===== config.mk =====
export PLATFORM = sky130hd
export DESIGN_NAME = ieb_cust_end_flat
export DESIGN_NICKNAME = d
export VERILOG_FILES = /design/src/ieb_pkg.sv /design/src/ieb_link_if.sv /design/src/ieb_fifo.sv /design/src/ieb_cust_end.sv /design/src/flat_wrapper.sv
export SDC_FILE = /design/constraint.sdc
export NUM_CORES = 1
export LEC_CHECK = 0
export ABC_AREA = 0
export BUFFER_PORTS_ARGS = -buffer_cell sky130_fd_sc_hd__buf_2
export CORE_ASPECT_RATIO = 2
export CORE_MARGIN = 8
export CORE_UTILIZATION = 36
export CTS_BUF_LIST = sky130_fd_sc_hd__clkbuf_4 sky130_fd_sc_hd__clkbuf_8 sky130_fd_sc_hd__clkbuf_16
export CTS_CLUSTER_DIAMETER = 60
export DETAILED_ROUTE_END_ITERATION = 10
export PLACE_DENSITY = 0.64
export SLEW_MARGIN = 20
export SYNTH_ARGS = -nofsm -noshare
export SYNTH_HDL_FRONTEND = slang
export SYNTH_SLANG_ARGS = --single-unit

===== constraint.sdc =====
create_clock -name mclk -period 7.6 [get_ports mclk]
set_input_delay 1.52 -clock mclk [delete_from_list [all_inputs] [get_ports mclk]]
set_output_delay 1.52 -clock mclk [all_outputs]
set_load 0.01 [all_outputs]

===== src/ieb_pkg.sv =====
package ieb_pkg;

	localparam int unsigned NUM_ACCESS = 6;
	localparam int unsigned FIFO_DEPTH = 16;
	localparam int unsigned MSG_OCTETS = 3;

	localparam logic [7:0] MSG_ID_REQ = 8'h14;
	localparam logic [7:0] MSG_ID_RSP = 8'h94;
	localparam int unsigned ACC_POS = 4;

	localparam logic [7:0] RQ_WAKE = 8'h10;
	localparam logic [7:0] RQ_SHUT = 8'h11;
	localparam logic [7:0] RQ_TWAKE = 8'h12;
	localparam logic [7:0] RQ_TLOSS = 8'h13;
	localparam logic [7:0] RQ_READY = 8'h01;
	localparam logic [7:0] RQ_IDLE = 8'h02;
	localparam logic [7:0] RQ_COLD = 8'h03;
	localparam logic [7:0] RQ_RESTART = 8'h00;
	localparam logic [7:0] RQ_LOOP_ALL = 8'h31;
	localparam logic [7:0] RQ_LOOP_B1 = 8'h32;
	localparam logic [7:0] RQ_LOOP_B2 = 8'h33;
	localparam logic [7:0] RQ_NORMAL = 8'h3F;
	localparam logic [7:0] RQ_HOLD = 8'h30;

	localparam logic [7:0] RS_WAKE = 8'h90;
	localparam logic [7:0] RS_WAKE_FAIL = 8'hD0;
	localparam logic [7:0] RS_SHUT = 8'h91;
	localparam logic [7:0] RS_SHUT_FAIL = 8'hD1;
	localparam logic [7:0] RS_TWAKE = 8'h9A;
	localparam logic [7:0] RS_TLOSS = 8'h93;
	localparam logic [7:0] RS_READY = 8'h81;
	localparam logic [7:0] RS_IDLE = 8'h82;
	localparam logic [7:0] RS_COLD = 8'h83;
	localparam logic [7:0] RS_RESTART = 8'h80;
	localparam logic [7:0] RS_LOOP_ALL = 8'hB1;
	localparam logic [7:0] RS_LOOP_B1 = 8'hB2;
	localparam logic [7:0] RS_LOOP_B2 = 8'hB3;
	localparam logic [7:0] RS_NORMAL = 8'hBF;
	localparam logic [7:0] RS_LOOP_ALL_F = 8'hF1;
	localparam logic [7:0] RS_LOOP_B1_F = 8'hF2;
	localparam logic [7:0] RS_LOOP_B2_F = 8'hF3;
	localparam logic [7:0] RS_NORMAL_F = 8'hFF;
	localparam logic [7:0] RS_HOLD = 8'hB0;
	localparam logic [7:0] RS_UNABLE = 8'hF4;

	typedef enum logic [1:0] {
		LOOP_NONE = 2'h0,
		LOOP_ALL = 2'h1,
		LOOP_B1 = 2'h2,
		LOOP_B2 = 2'h3
	} ieb_loop_t;

	typedef enum logic [1:0] {
		ST_IDLE = 2'b01,
		ST_SEND = 2'b10
	} ieb_state_t;

	// Access k (1..6) uses octet slots 2k-1 and 2k; ch is 0 for B1.
	function automatic logic [3:0] octet_slot(logic [2:0] k, logic ch);
		octet_slot = 4'({k, 1'b0} - 4'h1 + 4'(ch));
	endfunction

	// Single-bit slot 1 carries fast signalling; access k uses 2k, 2k+1.
	function automatic logic [3:0] zbit_slot(logic [2:0] k, logic bitn);
		zbit_slot = 4'({k, 1'b0} + 4'(bitn));
	endfunction

	// Slots after the leading signalling bit rotate over the m pairs.
	function automatic logic [3:0] pair_of(logic [3:0] slot, logic [3:0] m);
		pair_of = (m == 4'h0) ? 4'h0 : 4'((slot - 4'h1) % m);
	endfunction

	// Response that echoes a notice or status request from the far unit.
	function automatic logic [7:0] echo_of(logic [7:0] rq);
		unique case (rq)
			RQ_TWAKE: echo_of = RS_TWAKE;
			RQ_TLOSS: echo_of = RS_TLOSS;
			RQ_READY: echo_of = RS_READY;
			RQ_IDLE: echo_of = RS_IDLE;
			RQ_COLD: echo_of = RS_COLD;
			default: echo_of = RS_UNABLE;
		endcase
	endfunction

endpackage


===== src/ieb_link_if.sv =====
`timescale 1ns/1ps
interface ieb_link_if;
	logic [7:0] l2c_data;
	logic l2c_valid;
	logic l2c_ready;
	logic [7:0] c2l_data;
	logic c2l_valid;
	logic c2l_ready;

	modport line_end (
		output l2c_data,
		output l2c_valid,
		input l2c_ready,
		input c2l_data,
		input c2l_valid,
		output c2l_ready
	);

	modport cust_end (
		input l2c_data,
		input l2c_valid,
		output l2c_ready,
		output c2l_data,
		output c2l_valid,
		input c2l_ready
	);
endinterface


===== src/ieb_fifo.sv =====
`timescale 1ns/1ps
module ieb_fifo #(
	parameter int unsigned WIDTH = 8,
	parameter int unsigned DEPTH = ieb_pkg::FIFO_DEPTH
) (
	// Clock and control
	input wire logic mclk,
	input wire logic srst,
	input wire logic ce,
	// Fill side
	input wire logic [WIDTH-1:0] in_data,
	input wire logic in_valid,
	output logic in_ready,
	// Drain side
	output logic [WIDTH-1:0] out_data,
	output logic out_valid,
	input wire logic out_ready
);
	localparam int unsigned AW = $clog2(DEPTH);

	logic [WIDTH-1:0] mem_q [DEPTH];
	logic [AW:0] wr_q, wr_d, rd_q, rd_d;
	logic push, pop;

	assign in_ready = (wr_q - rd_q) != (AW+1)'(DEPTH);
	assign out_valid = wr_q != rd_q;
	assign out_data = mem_q[rd_q[AW-1:0]];
	assign push = in_valid && in_ready;
	assign pop = out_valid && out_ready;

	always_comb begin
		wr_d = push ? wr_q + 1'b1 : wr_q;
		rd_d = pop ? rd_q + 1'b1 : rd_q;
	end

	always_ff @(posedge mclk) begin
		if (srst) begin
			wr_q <= '0;
			rd_q <= '0;
		end else if (ce) begin
			wr_q <= wr_d;
			rd_q <= rd_d;
		end
	end

	always_ff @(posedge mclk) begin
		if (ce && push) begin
			mem_q[wr_q[AW-1:0]] <= in_data;
		end
	end
endmodule


===== src/ieb_cust_end.sv =====
`timescale 1ns/1ps
// Notes on behaviour
// - Up to three accesses: two slots each.
// - Four to six accesses: same slot pattern.
// - Fast signalling bit leads every pair.
// - Remaining slots interleave across all pairs.
// - No signalling before data mode.
// - Messages ride either channel, same format.
// - Requests id 20, responses id 148.
// - Access number in high nibble, low zero.
// - Third octet holds the message code.
// - Bus control request codes.
// - Status and restart request codes.
// - Maintenance request codes, B loops optional.
// - Bus control response codes.
// - Status and restart response codes.
// - Maintenance response and failure codes.
// - Each bus controlled per access.
// - Wake activates; shutdown deactivates, drops loops.
// - Terminal notices sent, echoed by line.
// - Readiness and cold start echoed in kind.
// - Restart resets only the addressed access.
// - Loop user data back toward network.
// - Normal releases, hold freezes, bad frames answered.
// - D bits follow in the next sub-block.
module ieb_cust_end #(
	parameter bit B_LOOP_SUPPORTED = 1'b1
) (
	// Clock and control
	input wire logic mclk,
	input wire logic srst,
	input wire logic ce,
	input wire logic dsl_data_mode,
	// Local notices toward the line side
	input wire logic note_valid,
	output logic note_ready,
	input wire logic [2:0] note_access,
	input wire logic [7:0] note_code,
	// Echo of a notice seen from the line side
	output logic echo_valid,
	output logic [2:0] echo_access,
	output logic [7:0] echo_code,
	// Per-access S interface control and global EOC hold
	output logic [5:0] s_active,
	output logic [11:0] loop_mode,
	output logic eoc_hold,
	// Payload D-bit placement
	input wire logic sb_strobe,
	input wire logic fs_bit,
	input wire logic [11:0] d_bits,
	output logic [12:0] zbits,
	// Slot lookup
	input wire logic [2:0] map_access,
	input wire logic [3:0] map_pairs,
	output logic [3:0] map_b1_slot,
	output logic [3:0] map_b2_slot,
	output logic [3:0] map_z1_slot,
	output logic [3:0] map_z2_slot,
	output logic [3:0] map_b1_pair,
	output logic [3:0] map_z1_pair,
	// Link
	ieb_link_if.cust_end link
);
	ieb_pkg::ieb_state_t st_q, st_d;
	logic [23:0] tx_q, tx_d, rx_q, rx_d;
	logic [1:0] tcnt_q, tcnt_d, rcnt_q, rcnt_d;
	logic full_q, full_d, hold_q, hold_d;
	logic [5:0] act_q, act_d;
	logic [11:0] loop_q, loop_d;
	logic ev_q, ev_d;
	logic [2:0] ea_q, ea_d;
	logic [7:0] ec_q, ec_d;
	logic [11:0] dh_q, dh_d;
	logic [12:0] z_q, z_d;
	logic [3:0] mb1_q, mb2_q, mz1_q, mz2_q, mpb_q, mpz_q;
	logic [7:0] fo_data;
	logic fo_valid, fo_ready;
	logic [2:0] acc;
	logic [7:0] rc;
	logic bad_addr;

	// Inbound octets queue here so the processor can stall the line side.
	ieb_fifo #(.WIDTH(8), .DEPTH(ieb_pkg::FIFO_DEPTH)) u_rx_fifo (
		.mclk(mclk),
		.srst(srst),
		.ce(ce),
		.in_data(link.l2c_data),
		.in_valid(link.l2c_valid),
		.in_ready(link.l2c_ready),
		.out_data(fo_data),
		.out_valid(fo_valid),
		.out_ready(fo_ready)
	);

	assign fo_ready = !full_q;
	assign link.c2l_valid = (st_q == ieb_pkg::ST_SEND) && dsl_data_mode;
	assign link.c2l_data = tx_q[23:16];
	assign note_ready = (st_q == ieb_pkg::ST_IDLE) && !full_q && dsl_data_mode;
	assign echo_valid = ev_q;
	assign echo_access = ea_q;
	assign echo_code = ec_q;
	assign s_active = act_q;
	assign loop_mode = loop_q;
	assign eoc_hold = hold_q;
	assign zbits = z_q;
	assign map_b1_slot = mb1_q;
	assign map_b2_slot = mb2_q;
	assign map_z1_slot = mz1_q;
	assign map_z2_slot = mz2_q;
	assign map_b1_pair = mpb_q;
	assign map_z1_pair = mpz_q;
	assign acc = rx_q[14:12];
	assign bad_addr = rx_q[15] || acc >= 3'(ieb_pkg::NUM_ACCESS) ||
		rx_q[11:8] != 4'h0;

	// Message path: the channel carrying it does not change the format.
	always_comb begin
		st_d = st_q;
		tx_d = tx_q;
		tcnt_d = tcnt_q;
		rcnt_d = rcnt_q;
		rx_d = rx_q;
		full_d = full_q;
		hold_d = hold_q;
		act_d = act_q;
		loop_d = loop_q;
		ev_d = 1'b0;
		ea_d = ea_q;
		ec_d = ec_q;
		rc = ieb_pkg::RS_UNABLE;
		if (fo_valid && !full_q) begin
			if (rcnt_q != 2'd0 || fo_data == ieb_pkg::MSG_ID_REQ ||
					fo_data == ieb_pkg::MSG_ID_RSP) begin
				rx_d = {rx_q[15:0], fo_data};
				rcnt_d = (rcnt_q == 2'd2) ? 2'd0 : rcnt_q + 2'd1;
				full_d = rcnt_q == 2'd2;
			end
		end
		if (st_q == ieb_pkg::ST_IDLE) begin
			if (full_q) begin
				full_d = 1'b0;
				if (rx_q[23:16] == ieb_pkg::MSG_ID_RSP) begin
					ev_d = 1'b1;
					ea_d = acc;
					ec_d = rx_q[7:0];
				end else begin
					if (bad_addr) begin
						rc = ieb_pkg::RS_HOLD;
					end else if (hold_q && rx_q[7:0] != ieb_pkg::RQ_NORMAL) begin
						rc = ieb_pkg::RS_HOLD;
					end else begin
						unique case (rx_q[7:0])
							ieb_pkg::RQ_WAKE: begin
								act_d[acc] = 1'b1;
								rc = ieb_pkg::RS_WAKE;
							end
							ieb_pkg::RQ_SHUT: begin
								act_d[acc] = 1'b0;
								loop_d[2*acc +: 2] = ieb_pkg::LOOP_NONE;
								rc = ieb_pkg::RS_SHUT;
							end
							ieb_pkg::RQ_RESTART: begin
								act_d[acc] = 1'b0;
								loop_d[2*acc +: 2] = ieb_pkg::LOOP_NONE;
								rc = ieb_pkg::RS_RESTART;
							end
							ieb_pkg::RQ_READY: rc = ieb_pkg::RS_READY;
							ieb_pkg::RQ_IDLE: rc = ieb_pkg::RS_IDLE;
							ieb_pkg::RQ_LOOP_ALL: begin
								loop_d[2*acc +: 2] = ieb_pkg::LOOP_ALL;
								rc = ieb_pkg::RS_LOOP_ALL;
							end
							ieb_pkg::RQ_LOOP_B1: begin
								if (B_LOOP_SUPPORTED) begin
									loop_d[2*acc +: 2] = ieb_pkg::LOOP_B1;
									rc = ieb_pkg::RS_LOOP_B1;
								end else begin
									rc = ieb_pkg::RS_LOOP_B1_F;
								end
							end
							ieb_pkg::RQ_LOOP_B2: begin
								if (B_LOOP_SUPPORTED) begin
									loop_d[2*acc +: 2] = ieb_pkg::LOOP_B2;
									rc = ieb_pkg::RS_LOOP_B2;
								end else begin
									rc = ieb_pkg::RS_LOOP_B2_F;
								end
							end
							ieb_pkg::RQ_NORMAL: begin
								loop_d = '0;
								hold_d = 1'b0;
								rc = ieb_pkg::RS_NORMAL;
							end
							ieb_pkg::RQ_HOLD: begin
								hold_d = 1'b1;
								rc = ieb_pkg::RS_HOLD;
							end
							default: rc = ieb_pkg::RS_UNABLE;
						endcase
					end
					tx_d = {ieb_pkg::MSG_ID_RSP, rx_q[15:12], 4'h0, rc};
					tcnt_d = 2'd0;
					st_d = ieb_pkg::ST_SEND;
				end
			end else if (note_valid && dsl_data_mode) begin
				// Local notices go out as requests.
				tx_d = {ieb_pkg::MSG_ID_REQ, 1'b0, note_access, 4'h0,
					note_code};
				tcnt_d = 2'd0;
				st_d = ieb_pkg::ST_SEND;
			end
		end else if (link.c2l_ready && dsl_data_mode) begin
			tx_d = {tx_q[15:0], 8'h00};
			tcnt_d = tcnt_q + 2'd1;
			if (tcnt_q == 2'd2) begin
				st_d = ieb_pkg::ST_IDLE;
			end
		end
	end

	always_ff @(posedge mclk) begin
		if (srst) begin
			st_q <= ieb_pkg::ST_IDLE;
			tx_q <= '0;
			tcnt_q <= '0;
			rcnt_q <= '0;
			rx_q <= '0;
			full_q <= 1'b0;
			hold_q <= 1'b0;
			act_q <= '0;
			loop_q <= '0;
			ev_q <= 1'b0;
			ea_q <= '0;
			ec_q <= '0;
		end else if (ce) begin
			st_q <= st_d;
			tx_q <= tx_d;
			tcnt_q <= tcnt_d;
			rcnt_q <= rcnt_d;
			rx_q <= rx_d;
			full_q <= full_d;
			hold_q <= hold_d;
			act_q <= act_d;
			loop_q <= loop_d;
			ev_q <= ev_d;
			ea_q <= ea_d;
			ec_q <= ec_d;
		end
	end

	// D bits taken in one sub-block leave in the next, so frame wrap
	// needs no special case: the strobe simply keeps running.
	always_comb begin
		dh_d = dh_q;
		z_d = z_q;
		if (sb_strobe) begin
			dh_d = d_bits;
			z_d = {dh_q, fs_bit};
		end
	end

	always_ff @(posedge mclk) begin
		if (srst) begin
			dh_q <= '0;
			z_q <= '0;
			mb1_q <= '0;
			mb2_q <= '0;
			mz1_q <= '0;
			mz2_q <= '0;
			mpb_q <= '0;
			mpz_q <= '0;
		end else if (ce) begin
			dh_q <= dh_d;
			z_q <= z_d;
			mb1_q <= ieb_pkg::octet_slot(map_access, 1'b0);
			mb2_q <= ieb_pkg::octet_slot(map_access, 1'b1);
			mz1_q <= ieb_pkg::zbit_slot(map_access, 1'b0);
			mz2_q <= ieb_pkg::zbit_slot(map_access, 1'b1);
			mpb_q <= ieb_pkg::pair_of(ieb_pkg::octet_slot(map_access, 1'b0),
				map_pairs);
			mpz_q <= ieb_pkg::pair_of(ieb_pkg::zbit_slot(map_access, 1'b0) -
				4'h1, map_pairs);
		end
	end
endmodule


===== src/flat_wrapper.sv =====
// flat-port wrapper written by rule: the top's interface ports become plain ports
module ieb_cust_end_flat 
#(
	parameter bit B_LOOP_SUPPORTED = 1'b1
)
  (mclk, srst, ce, dsl_data_mode, note_valid, note_ready, note_access, note_code, echo_valid, echo_access, echo_code, s_active, loop_mode, eoc_hold, sb_strobe, fs_bit, d_bits, zbits, map_access, map_pairs, map_b1_slot, map_b2_slot, map_z1_slot, map_z2_slot, map_b1_pair, map_z1_pair, link_l2c_data, link_l2c_valid, link_l2c_ready, link_c2l_data, link_c2l_valid, link_c2l_ready);
  ieb_link_if link_i ();
  input wire logic mclk;
  input wire logic srst;
  input wire logic ce;
  input wire logic dsl_data_mode;
  input wire logic note_valid;
  output logic note_ready;
  input wire logic [2:0] note_access;
  input wire logic [7:0] note_code;
  output logic echo_valid;
  output logic [2:0] echo_access;
  output logic [7:0] echo_code;
  output logic [5:0] s_active;
  output logic [11:0] loop_mode;
  output logic eoc_hold;
  input wire logic sb_strobe;
  input wire logic fs_bit;
  input wire logic [11:0] d_bits;
  output logic [12:0] zbits;
  input wire logic [2:0] map_access;
  input wire logic [3:0] map_pairs;
  output logic [3:0] map_b1_slot;
  output logic [3:0] map_b2_slot;
  output logic [3:0] map_z1_slot;
  output logic [3:0] map_z2_slot;
  output logic [3:0] map_b1_pair;
  output logic [3:0] map_z1_pair;
  input wire logic [$bits(link_i.l2c_data)-1:0] link_l2c_data;
  input wire logic [$bits(link_i.l2c_valid)-1:0] link_l2c_valid;
  output wire logic [$bits(link_i.l2c_ready)-1:0] link_l2c_ready;
  output wire logic [$bits(link_i.c2l_data)-1:0] link_c2l_data;
  output wire logic [$bits(link_i.c2l_valid)-1:0] link_c2l_valid;
  input wire logic [$bits(link_i.c2l_ready)-1:0] link_c2l_ready;
  assign link_i.l2c_data = link_l2c_data;
  assign link_i.l2c_valid = link_l2c_valid;
  assign link_l2c_ready = link_i.l2c_ready;
  assign link_c2l_data = link_i.c2l_data;
  assign link_c2l_valid = link_i.c2l_valid;
  assign link_i.c2l_ready = link_c2l_ready;
  ieb_cust_end #(.B_LOOP_SUPPORTED(B_LOOP_SUPPORTED)) u_core (.mclk(mclk), .srst(srst), .ce(ce), .dsl_data_mode(dsl_data_mode), .note_valid(note_valid), .note_ready(note_ready), .note_access(note_access), .note_code(note_code), .echo_valid(echo_valid), .echo_access(echo_access), .echo_code(echo_code), .s_active(s_active), .loop_mode(loop_mode), .eoc_hold(eoc_hold), .sb_strobe(sb_strobe), .fs_bit(fs_bit), .d_bits(d_bits), .zbits(zbits), .map_access(map_access), .map_pairs(map_pairs), .map_b1_slot(map_b1_slot), .map_b2_slot(map_b2_slot), .map_z1_slot(map_z1_slot), .map_z2_slot(map_z2_slot), .map_b1_pair(map_b1_pair), .map_z1_pair(map_z1_pair), .link(link_i));
endmodule

## Word level (Yosys, flattened, before mapping)

Memory sizes are Yosys's and may differ from the RTL's. A register that Yosys moved wholly into a read port is not among the register bits.
Index checks and enable logic that the tools add are counted.

| cells by class | value |
|---|---|
| reductions and logical operators | 35 |
| magnitude comparators | 3 |
| shifts and indexed selects | 5 |
| bitwise operators | 6 |
| $add $sub $neg | 10 |
| div/mod/pow operators | 1 |
| muxes and demuxes | 41 |
| equality and inequality tests | 21 |

Operator list:

| kind | count |
|---|---|
| $shiftx 2x34->12 const A | 4 |
| $mux 24 | 5 |
| $pmux 7 s10 | 1 |
| $pmux 12 s5 | 1 |
| $bwmux 12 | 4 |
| $eq 8x6->1 const B | 5 |
| $neg 4->34 | 1 |
| $shift 2x34->12 const A | 1 |
| $eq 8x5->1 const B | 3 |
| $mux 2 | 12 |
| $reduce_and 7->1 | 3 |
| $eq 8x8->1 const B | 2 |
| $mux 8 | 2 |
| $mux 4 | 3 |
| $pmux 6 s2 | 1 |
| $add 5x1->5 const B | 2 |
| $logic_and 1x1->1 | 10 |
| $mux 1 | 10 |
| $reduce_bool 2->1 | 5 |
| $add 4x1->4 const B | 2 |
| $eq 8x1->1 const B | 1 |
| $eq 8x2->1 const B | 1 |
| $logic_not 8->1 | 1 |
| $ne 8x6->1 const B | 1 |
| other kinds (29) | 41 |

| storage, ports and cells | value |
|---|---|
| memories | 1 |
| flip-flop bits (word level) | 140 |
| RAM bits | 128 |
| output and inout port bits | 79 |
| word-level logic and storage cells | 144 |
| input bits | 47 |

Memory list:

| memory | depth | width | rd ports | clocked after memory_dff | wr ports | RTL line | text |
|---|---|---|---|---|---|---|---|
| u_core.u_rx_fifo.mem_q | 16 | 8 | 1 | 1 | 1 | ieb_fifo.sv:21 | `logic [WIDTH-1:0] mem_q [DEPTH];` |

## Longest topological paths before layout

| depth | value |
|---|---|
| word-level depth | 7 |
| gate-level depth with buffers | 26 |
| mapped depth without buffers | 26 |

## By module

From an unflattened synthesis, not the netlist that was laid out.

| unflattened totals | value |
|---|---|
| cell total of the unflattened synthesis | 991 |
| area, all modules | 11698.7 µm² |

Modules (own cells, without submodules):

| module | cells each | sequential area each (µm²) | times used | area each (µm²) |
|---|---|---|---|---|
| ieb_cust_end | 708 | 2482.4 | 1 | 5948.2 |
| ieb_fifo | 283 | 4124.0 | 1 | 5750.5 |

## Least setup slack after synthesis

No wires, ideal clock.

| timing path | value |
|---|---|
| kind | input to register |
| start point | input map_access[0] |
| end point | register u_core.mpb_q[2] (netlist: u_core.map_b1_pair[2]) |
| buffers on the path | 0 |
| data required time | 7.472 ns |
| data arrival time | 6.154 ns |
| cell stages on the path | 25 |
| setup time | 0.128 ns |
| path slack | 1.319 ns |
| cells stage by stage | inv_1 -> ha_1 -> xnor2_1 -> inv_1 -> ha_1 -> o21ai_0 -> nor4_1 -> xnor2_1 -> ha_1 -> o21a_1 -> o21ai_0 -> mux2_2 -> ha_1 -> o21ai_0 -> a21oi_1 -> nor2_1 -> a21oi_1 -> ha_1 -> ha_1 -> nand2b_1 -> a21o_1 -> a21o_1 -> mux2_2 -> a22oi_1 -> nor2_1 |

| on the way | value |
|---|---|
| word-level cells in the longest chain between the ends | 4 |

RTL lines:

| item | RTL line | text |
|---|---|---|
| start: declaration | flat_wrapper.sv:26 | `input wire logic [2:0] map_access;` |
| $sub 4x1->4 | ieb_pkg.sv:60 | `octet_slot = 4'({k, 1'b0} - 4'h1 + 4'(ch));` |
| $sub 4x1->4 | ieb_pkg.sv:70 | `pair_of = (m == 4'h0) ? 4'h0 : 4'((slot - 4'h1) % m);` |
| $mod 4x4->4 | ieb_pkg.sv:70 |  |
| $mux 4 | ieb_pkg.sv:70 |  |
| end signal: assignment | ieb_cust_end.sv:279 | `mpb_q <= ieb_pkg::pair_of(ieb_pkg::octet_slot(map_access, 1'b0),` |
| end: declaration | ieb_cust_end.sv:75 | `logic [3:0] mb1_q, mb2_q, mz1_q, mz2_q, mpb_q, mpz_q;` |

No other way between the ends.
A chain may end at the register's enable or synchronous reset.

## Worst setup path in the final report

Ends and elaborated chain as after synthesis.

==> results.rst <==
.. list-table::
   :header-rows: 1

   * - Metric
     - Value
   * - Number of endpoints with negative hold slack in the final report
     - 0
   * - Highest achievable clock rate
     - 0.1517 GHz
   * - Number of global-route vias before repair
     - 8355
   * - Clock transition at the registers of the reported paths
     - 0.07 ns
   * - Ys Warns
     - 0
   * - Hold-fix buffers at CTS
     - 0
   * - Total of max-cap violations
     - 0
   * - FF+latch count, synth
     - 266
   * - Setup_tns
     - 0 ns
   * - Global-route wire length before repair
     - 46.82 mm
   * - Site row count
     - 94
   * - Kind of launch point of the worst setup path
     - input port
   * - Detail-routed net length per standard cell
     - 18.99 µm
   * - Switching power of the nets
     - 0.7500 mW
   * - GP Congestion
     - 0.8326
   * - Synth Instances
     - 1073
   * - Number of I/O pins
     - 126
   * - Delay of the slowest critical-path stage
     - 0.40 ns
   * - Setup Buffers After CTS
     - 0
   * - Max Clock Skew
     - 0.01308 ns
   * - Met2 routing resource usage after global routing
     - 0.2965
   * - Mapped cell area
     - 11870 µm²
   * - IR drop worst, VDD
     - 0.1392 mV
   * - Sequential-to-total area share from yosys stat
     - 0.5567
   * - Flip-flop cell with the highest count after synthesis
     - sky130_fd_sc_hd__dfxtp_1
   * - Worst Path Arrival
     - 6.98 ns
   * - Drt drc
     - 0
   * - Worst slew slack as a fraction of its limit
     - 0.2696
   * - Crit path top cell by count
     - sky130_fd_sc_hd__ha_1
   * - Layout Nets
     - 1216
   * - Height of the chip
     - 272.8 µm
   * - Switching share of power
     - 0.2413
   * - Minimum clock period after layout
     - 6.592 ns
   * - Ratio of final minimum period to clock period
     - 0.8674
   * - Longest Clk Path Bufs
     - 3
   * - Antenna diodes
     - 0
   * - Number of max-slew violations in the final report
     - 0
   * - Number of unique standard cell types used by synthesis
     - 69
   * - Proportion of layout cells with a drive suffix above 1
     - 0.1966
   * - Largest area contributor in the synthesized netlist
     - sky130_fd_sc_hd__edfxtp_1
   * - RSZ-0062 raised after global routing
     - false
   * - P_leak
     - 4.991 nW
   * - Worst path top cell family by delay
     - compound AO/OA/AOI/OAI gates
   * - Share of the synthesized area in the top cell type
     - 0.3239
   * - Type of the worst min-delay path
     - flip-flop to flip-flop
   * - Cell type of the slowest stage on the worst timing path
     - sky130_fd_sc_hd__mux2_2
   * - Area growth, synth to finish
     - 13.40%
   * - Non-Filler Cell Area, Final
     - 13460 µm²
   * - First-pass detailed-route iteration total
     - 5
   * - Latest clock arrival within the worst-skew pair
     - 0.54 ns
   * - H-tree depth
     - 1
   * - CTS Root Cell
     - sky130_fd_sc_hd__clkbuf_16
   * - Critical setup path kind
     - input port to flip-flop
   * - Routed via count divided by cell count
     - 5.310
   * - Total of cells resized after clock tree synthesis
     - 0
   * - Buf+Inv Stages, Crit Path
     - 3
   * - Status
     - completed
   * - Main area contributors after synthesis
     - sky130_fd_sc_hd__edfxtp_1, sky130_fd_sc_hd__dfxtp_1, sky130_fd_sc_hd__mux4_2
   * - Port Buf Inserts
     - 123
   * - Power Internal
     - 2.359 mW
   * - EDFF count, synth
     - 128
   * - Crit path capture type
     - flip-flop
   * - TritonCTS clock tree
     - yes
   * - Effective utilization at floorplan
     - 0.3629
   * - Met1 track demand over resource
     - 0.1561
   * - Gr usage total
     - 0.1523
   * - Fraction of power consumed by sequential logic
     - 0.498
   * - CTS sink cnt
     - 266
   * - Largest net degree at the start of global routing
     - 95
   * - Worst-path fanout max
     - 7
   * - Total congestion overflow
     - 0
   * - Antenna-violating nets left
     - 0
   * - Number of buffers created by CTS
     - 23
   * - Full die area
     - 39380 µm²
   * - Data required time at the worst endpoint
     - 7.99 ns
   * - Minimum hold slack
     - 0.4521 ns
   * - Most frequent cells after synthesis
     - sky130_fd_sc_hd__dfxtp_1, sky130_fd_sc_hd__edfxtp_1, sky130_fd_sc_hd__nand2_1, sky130_fd_sc_hd__nor2_1, sky130_fd_sc_hd__a21oi_1
   * - Part of the total power dissipated in the clock network
     - 0.393
   * - Combinational share of power
     - 0.109
   * - Worst Tran Pin Value
     - 1.090 ns
   * - Detailed-placement wirelength estimate
     - 21.85 mm
   * - Utilization after layout
     - 0.4116
   * - Via count
     - 8453
   * - Proportion of synthesized flip-flops having asynchronous set or reset
     - 0
   * - Dominant cell by count in the synthesized netlist
     - sky130_fd_sc_hd__dfxtp_1
   * - Overall die width
     - 144.4 µm
   * - Pwr Density
     - 231.0 nW/µm²
   * - Drt first-iter violations
     - 496
   * - Final setup violating endpoints
     - 0
   * - Global Route met3 Usage
     - 0.01766
   * - Most congested layer reported by global routing
     - met2
   * - Number of antenna violations at the first check in global routing
     - 0
   * - Post-detailed-placement cell area
     - 12680 µm²
   * - Avg Cell Area, Syn
     - 11.06 µm²
   * - Area of the core
     - 32700 µm²
   * - Routed Wire Length
     - 30.24 mm
through the flow:
stage | setup WS [ns] | total power, mW | cells
floorplan | 1.319 | 1.832 | 1074
global placement | 0.6518 | 1.912 | 1550
detailed placement | 0.5310 | 1.921 | 1550
CTS | 1.083 | 3.143 | 1592
global route | 0.6474 | 3.228 | 1592
finish | 1.008 | 3.109 | 1592
state kept, by name, summed over array words and instances (netlist names), 5 cells and up, named ones only:
| name | flops |
|---|---|
| u_core.loop_mode | 12 |
| u_core.u_rx_fifo.wr_q | 5 |
| u_core.echo_code | 8 |
| u_core.u_rx_fifo.mem_q | 128 |
| u_core.dh_q | 12 |
| u_core.rx_q | 24 |
| u_core.tx_q | 24 |
| u_core.u_rx_fifo.rd_q | 5 |
| u_core.zbits | 13 |
power groups by stage:
| stage | combinational [mW] | clock (mW) | sequential (mW) |
|---|---|---|---|
| 4_1_cts | 0.344 | 1.25 | 1.55 |
| 3_3_place_gp | 0.333 | 0 | 1.58 |
| 5_1_grt | 0.375 | 1.30 | 1.55 |
| 3_5_place_dp | 0.342 | 0 | 1.58 |
| 2_1_floorplan | 0.257 | 0 | 1.58 |
| 6_report | 0.340 | 1.22 | 1.55 |
per-layer routing:
layer | up-vias | part of all wire
met2 | 209 | 0.56
met5 | - | 0
met4 | 0 | 0.036
met3 | 54 | 0.042
met1 | 4148 | 0.36
li1 | 4042 | -
logic make-up after synthesis:
group	count (synthesis)	synth area share
XOR/XNOR	20	0.01476
AO/OA/AOI/OAI	204	0.1128
other	1	0.0003160
adder cells (fa/ha/maj)	26	0.02805
multiplexers	67	0.09289
flip-flops	266	0.5567
buffers and inverters	117	0.04671
AND/OR/NAND/NOR	372	0.1477
area by class of cell:
type / count / area [µm²]
Multi-Input combinational cell: 691 / 4733
Clock inverter: 14 / 167.7
Fill cell: 3161 / 19240
Clock buffer: 28 / 613.1
Timing Repair Buffer: 132 / 685.7
Sequential cell: 266 / 6608
Tap cell: 432 / 540.5
Inverter: 29 / 108.9
worst min-delay path, stage by stage, from the launching register on:
cell and delay (ns):
sky130_fd_sc_hd__dfxtp_1 0.31, sky130_fd_sc_hd__nand2_1 0.05, sky130_fd_sc_hd__a21oi_1 0.05
path summary, 6_finish.rpt:
path,to,from,depth (start not counted),slack (ns)
worst max-delay path,u_core.map_b1_pair[2],map_access[0],26,1.01
worst min-delay path,u_core.zbits[2],u_core.zbits[2],2,0.45
worst max register to register,u_core.u_rx_fifo.mem_q[4][4],u_core.u_rx_fifo.wr_q[2],7,4.18
worst min register to register,u_core.zbits[2],u_core.zbits[2],2,0.45
placed cells by master (no fill, tap or decap), drive strengths merged, types with 17 or more instances in the layout:
cell type,n
nand3,25
and3,17
dfxtp,138
inv,31
mux4,34
a21oi,75
o21ai,33
clkbuf,28
ha,25
nand2,123
mux2i,28
nor2,119
nor3,25
buf,132
edfxtp,128
Power figures use the tool's default switching activity.
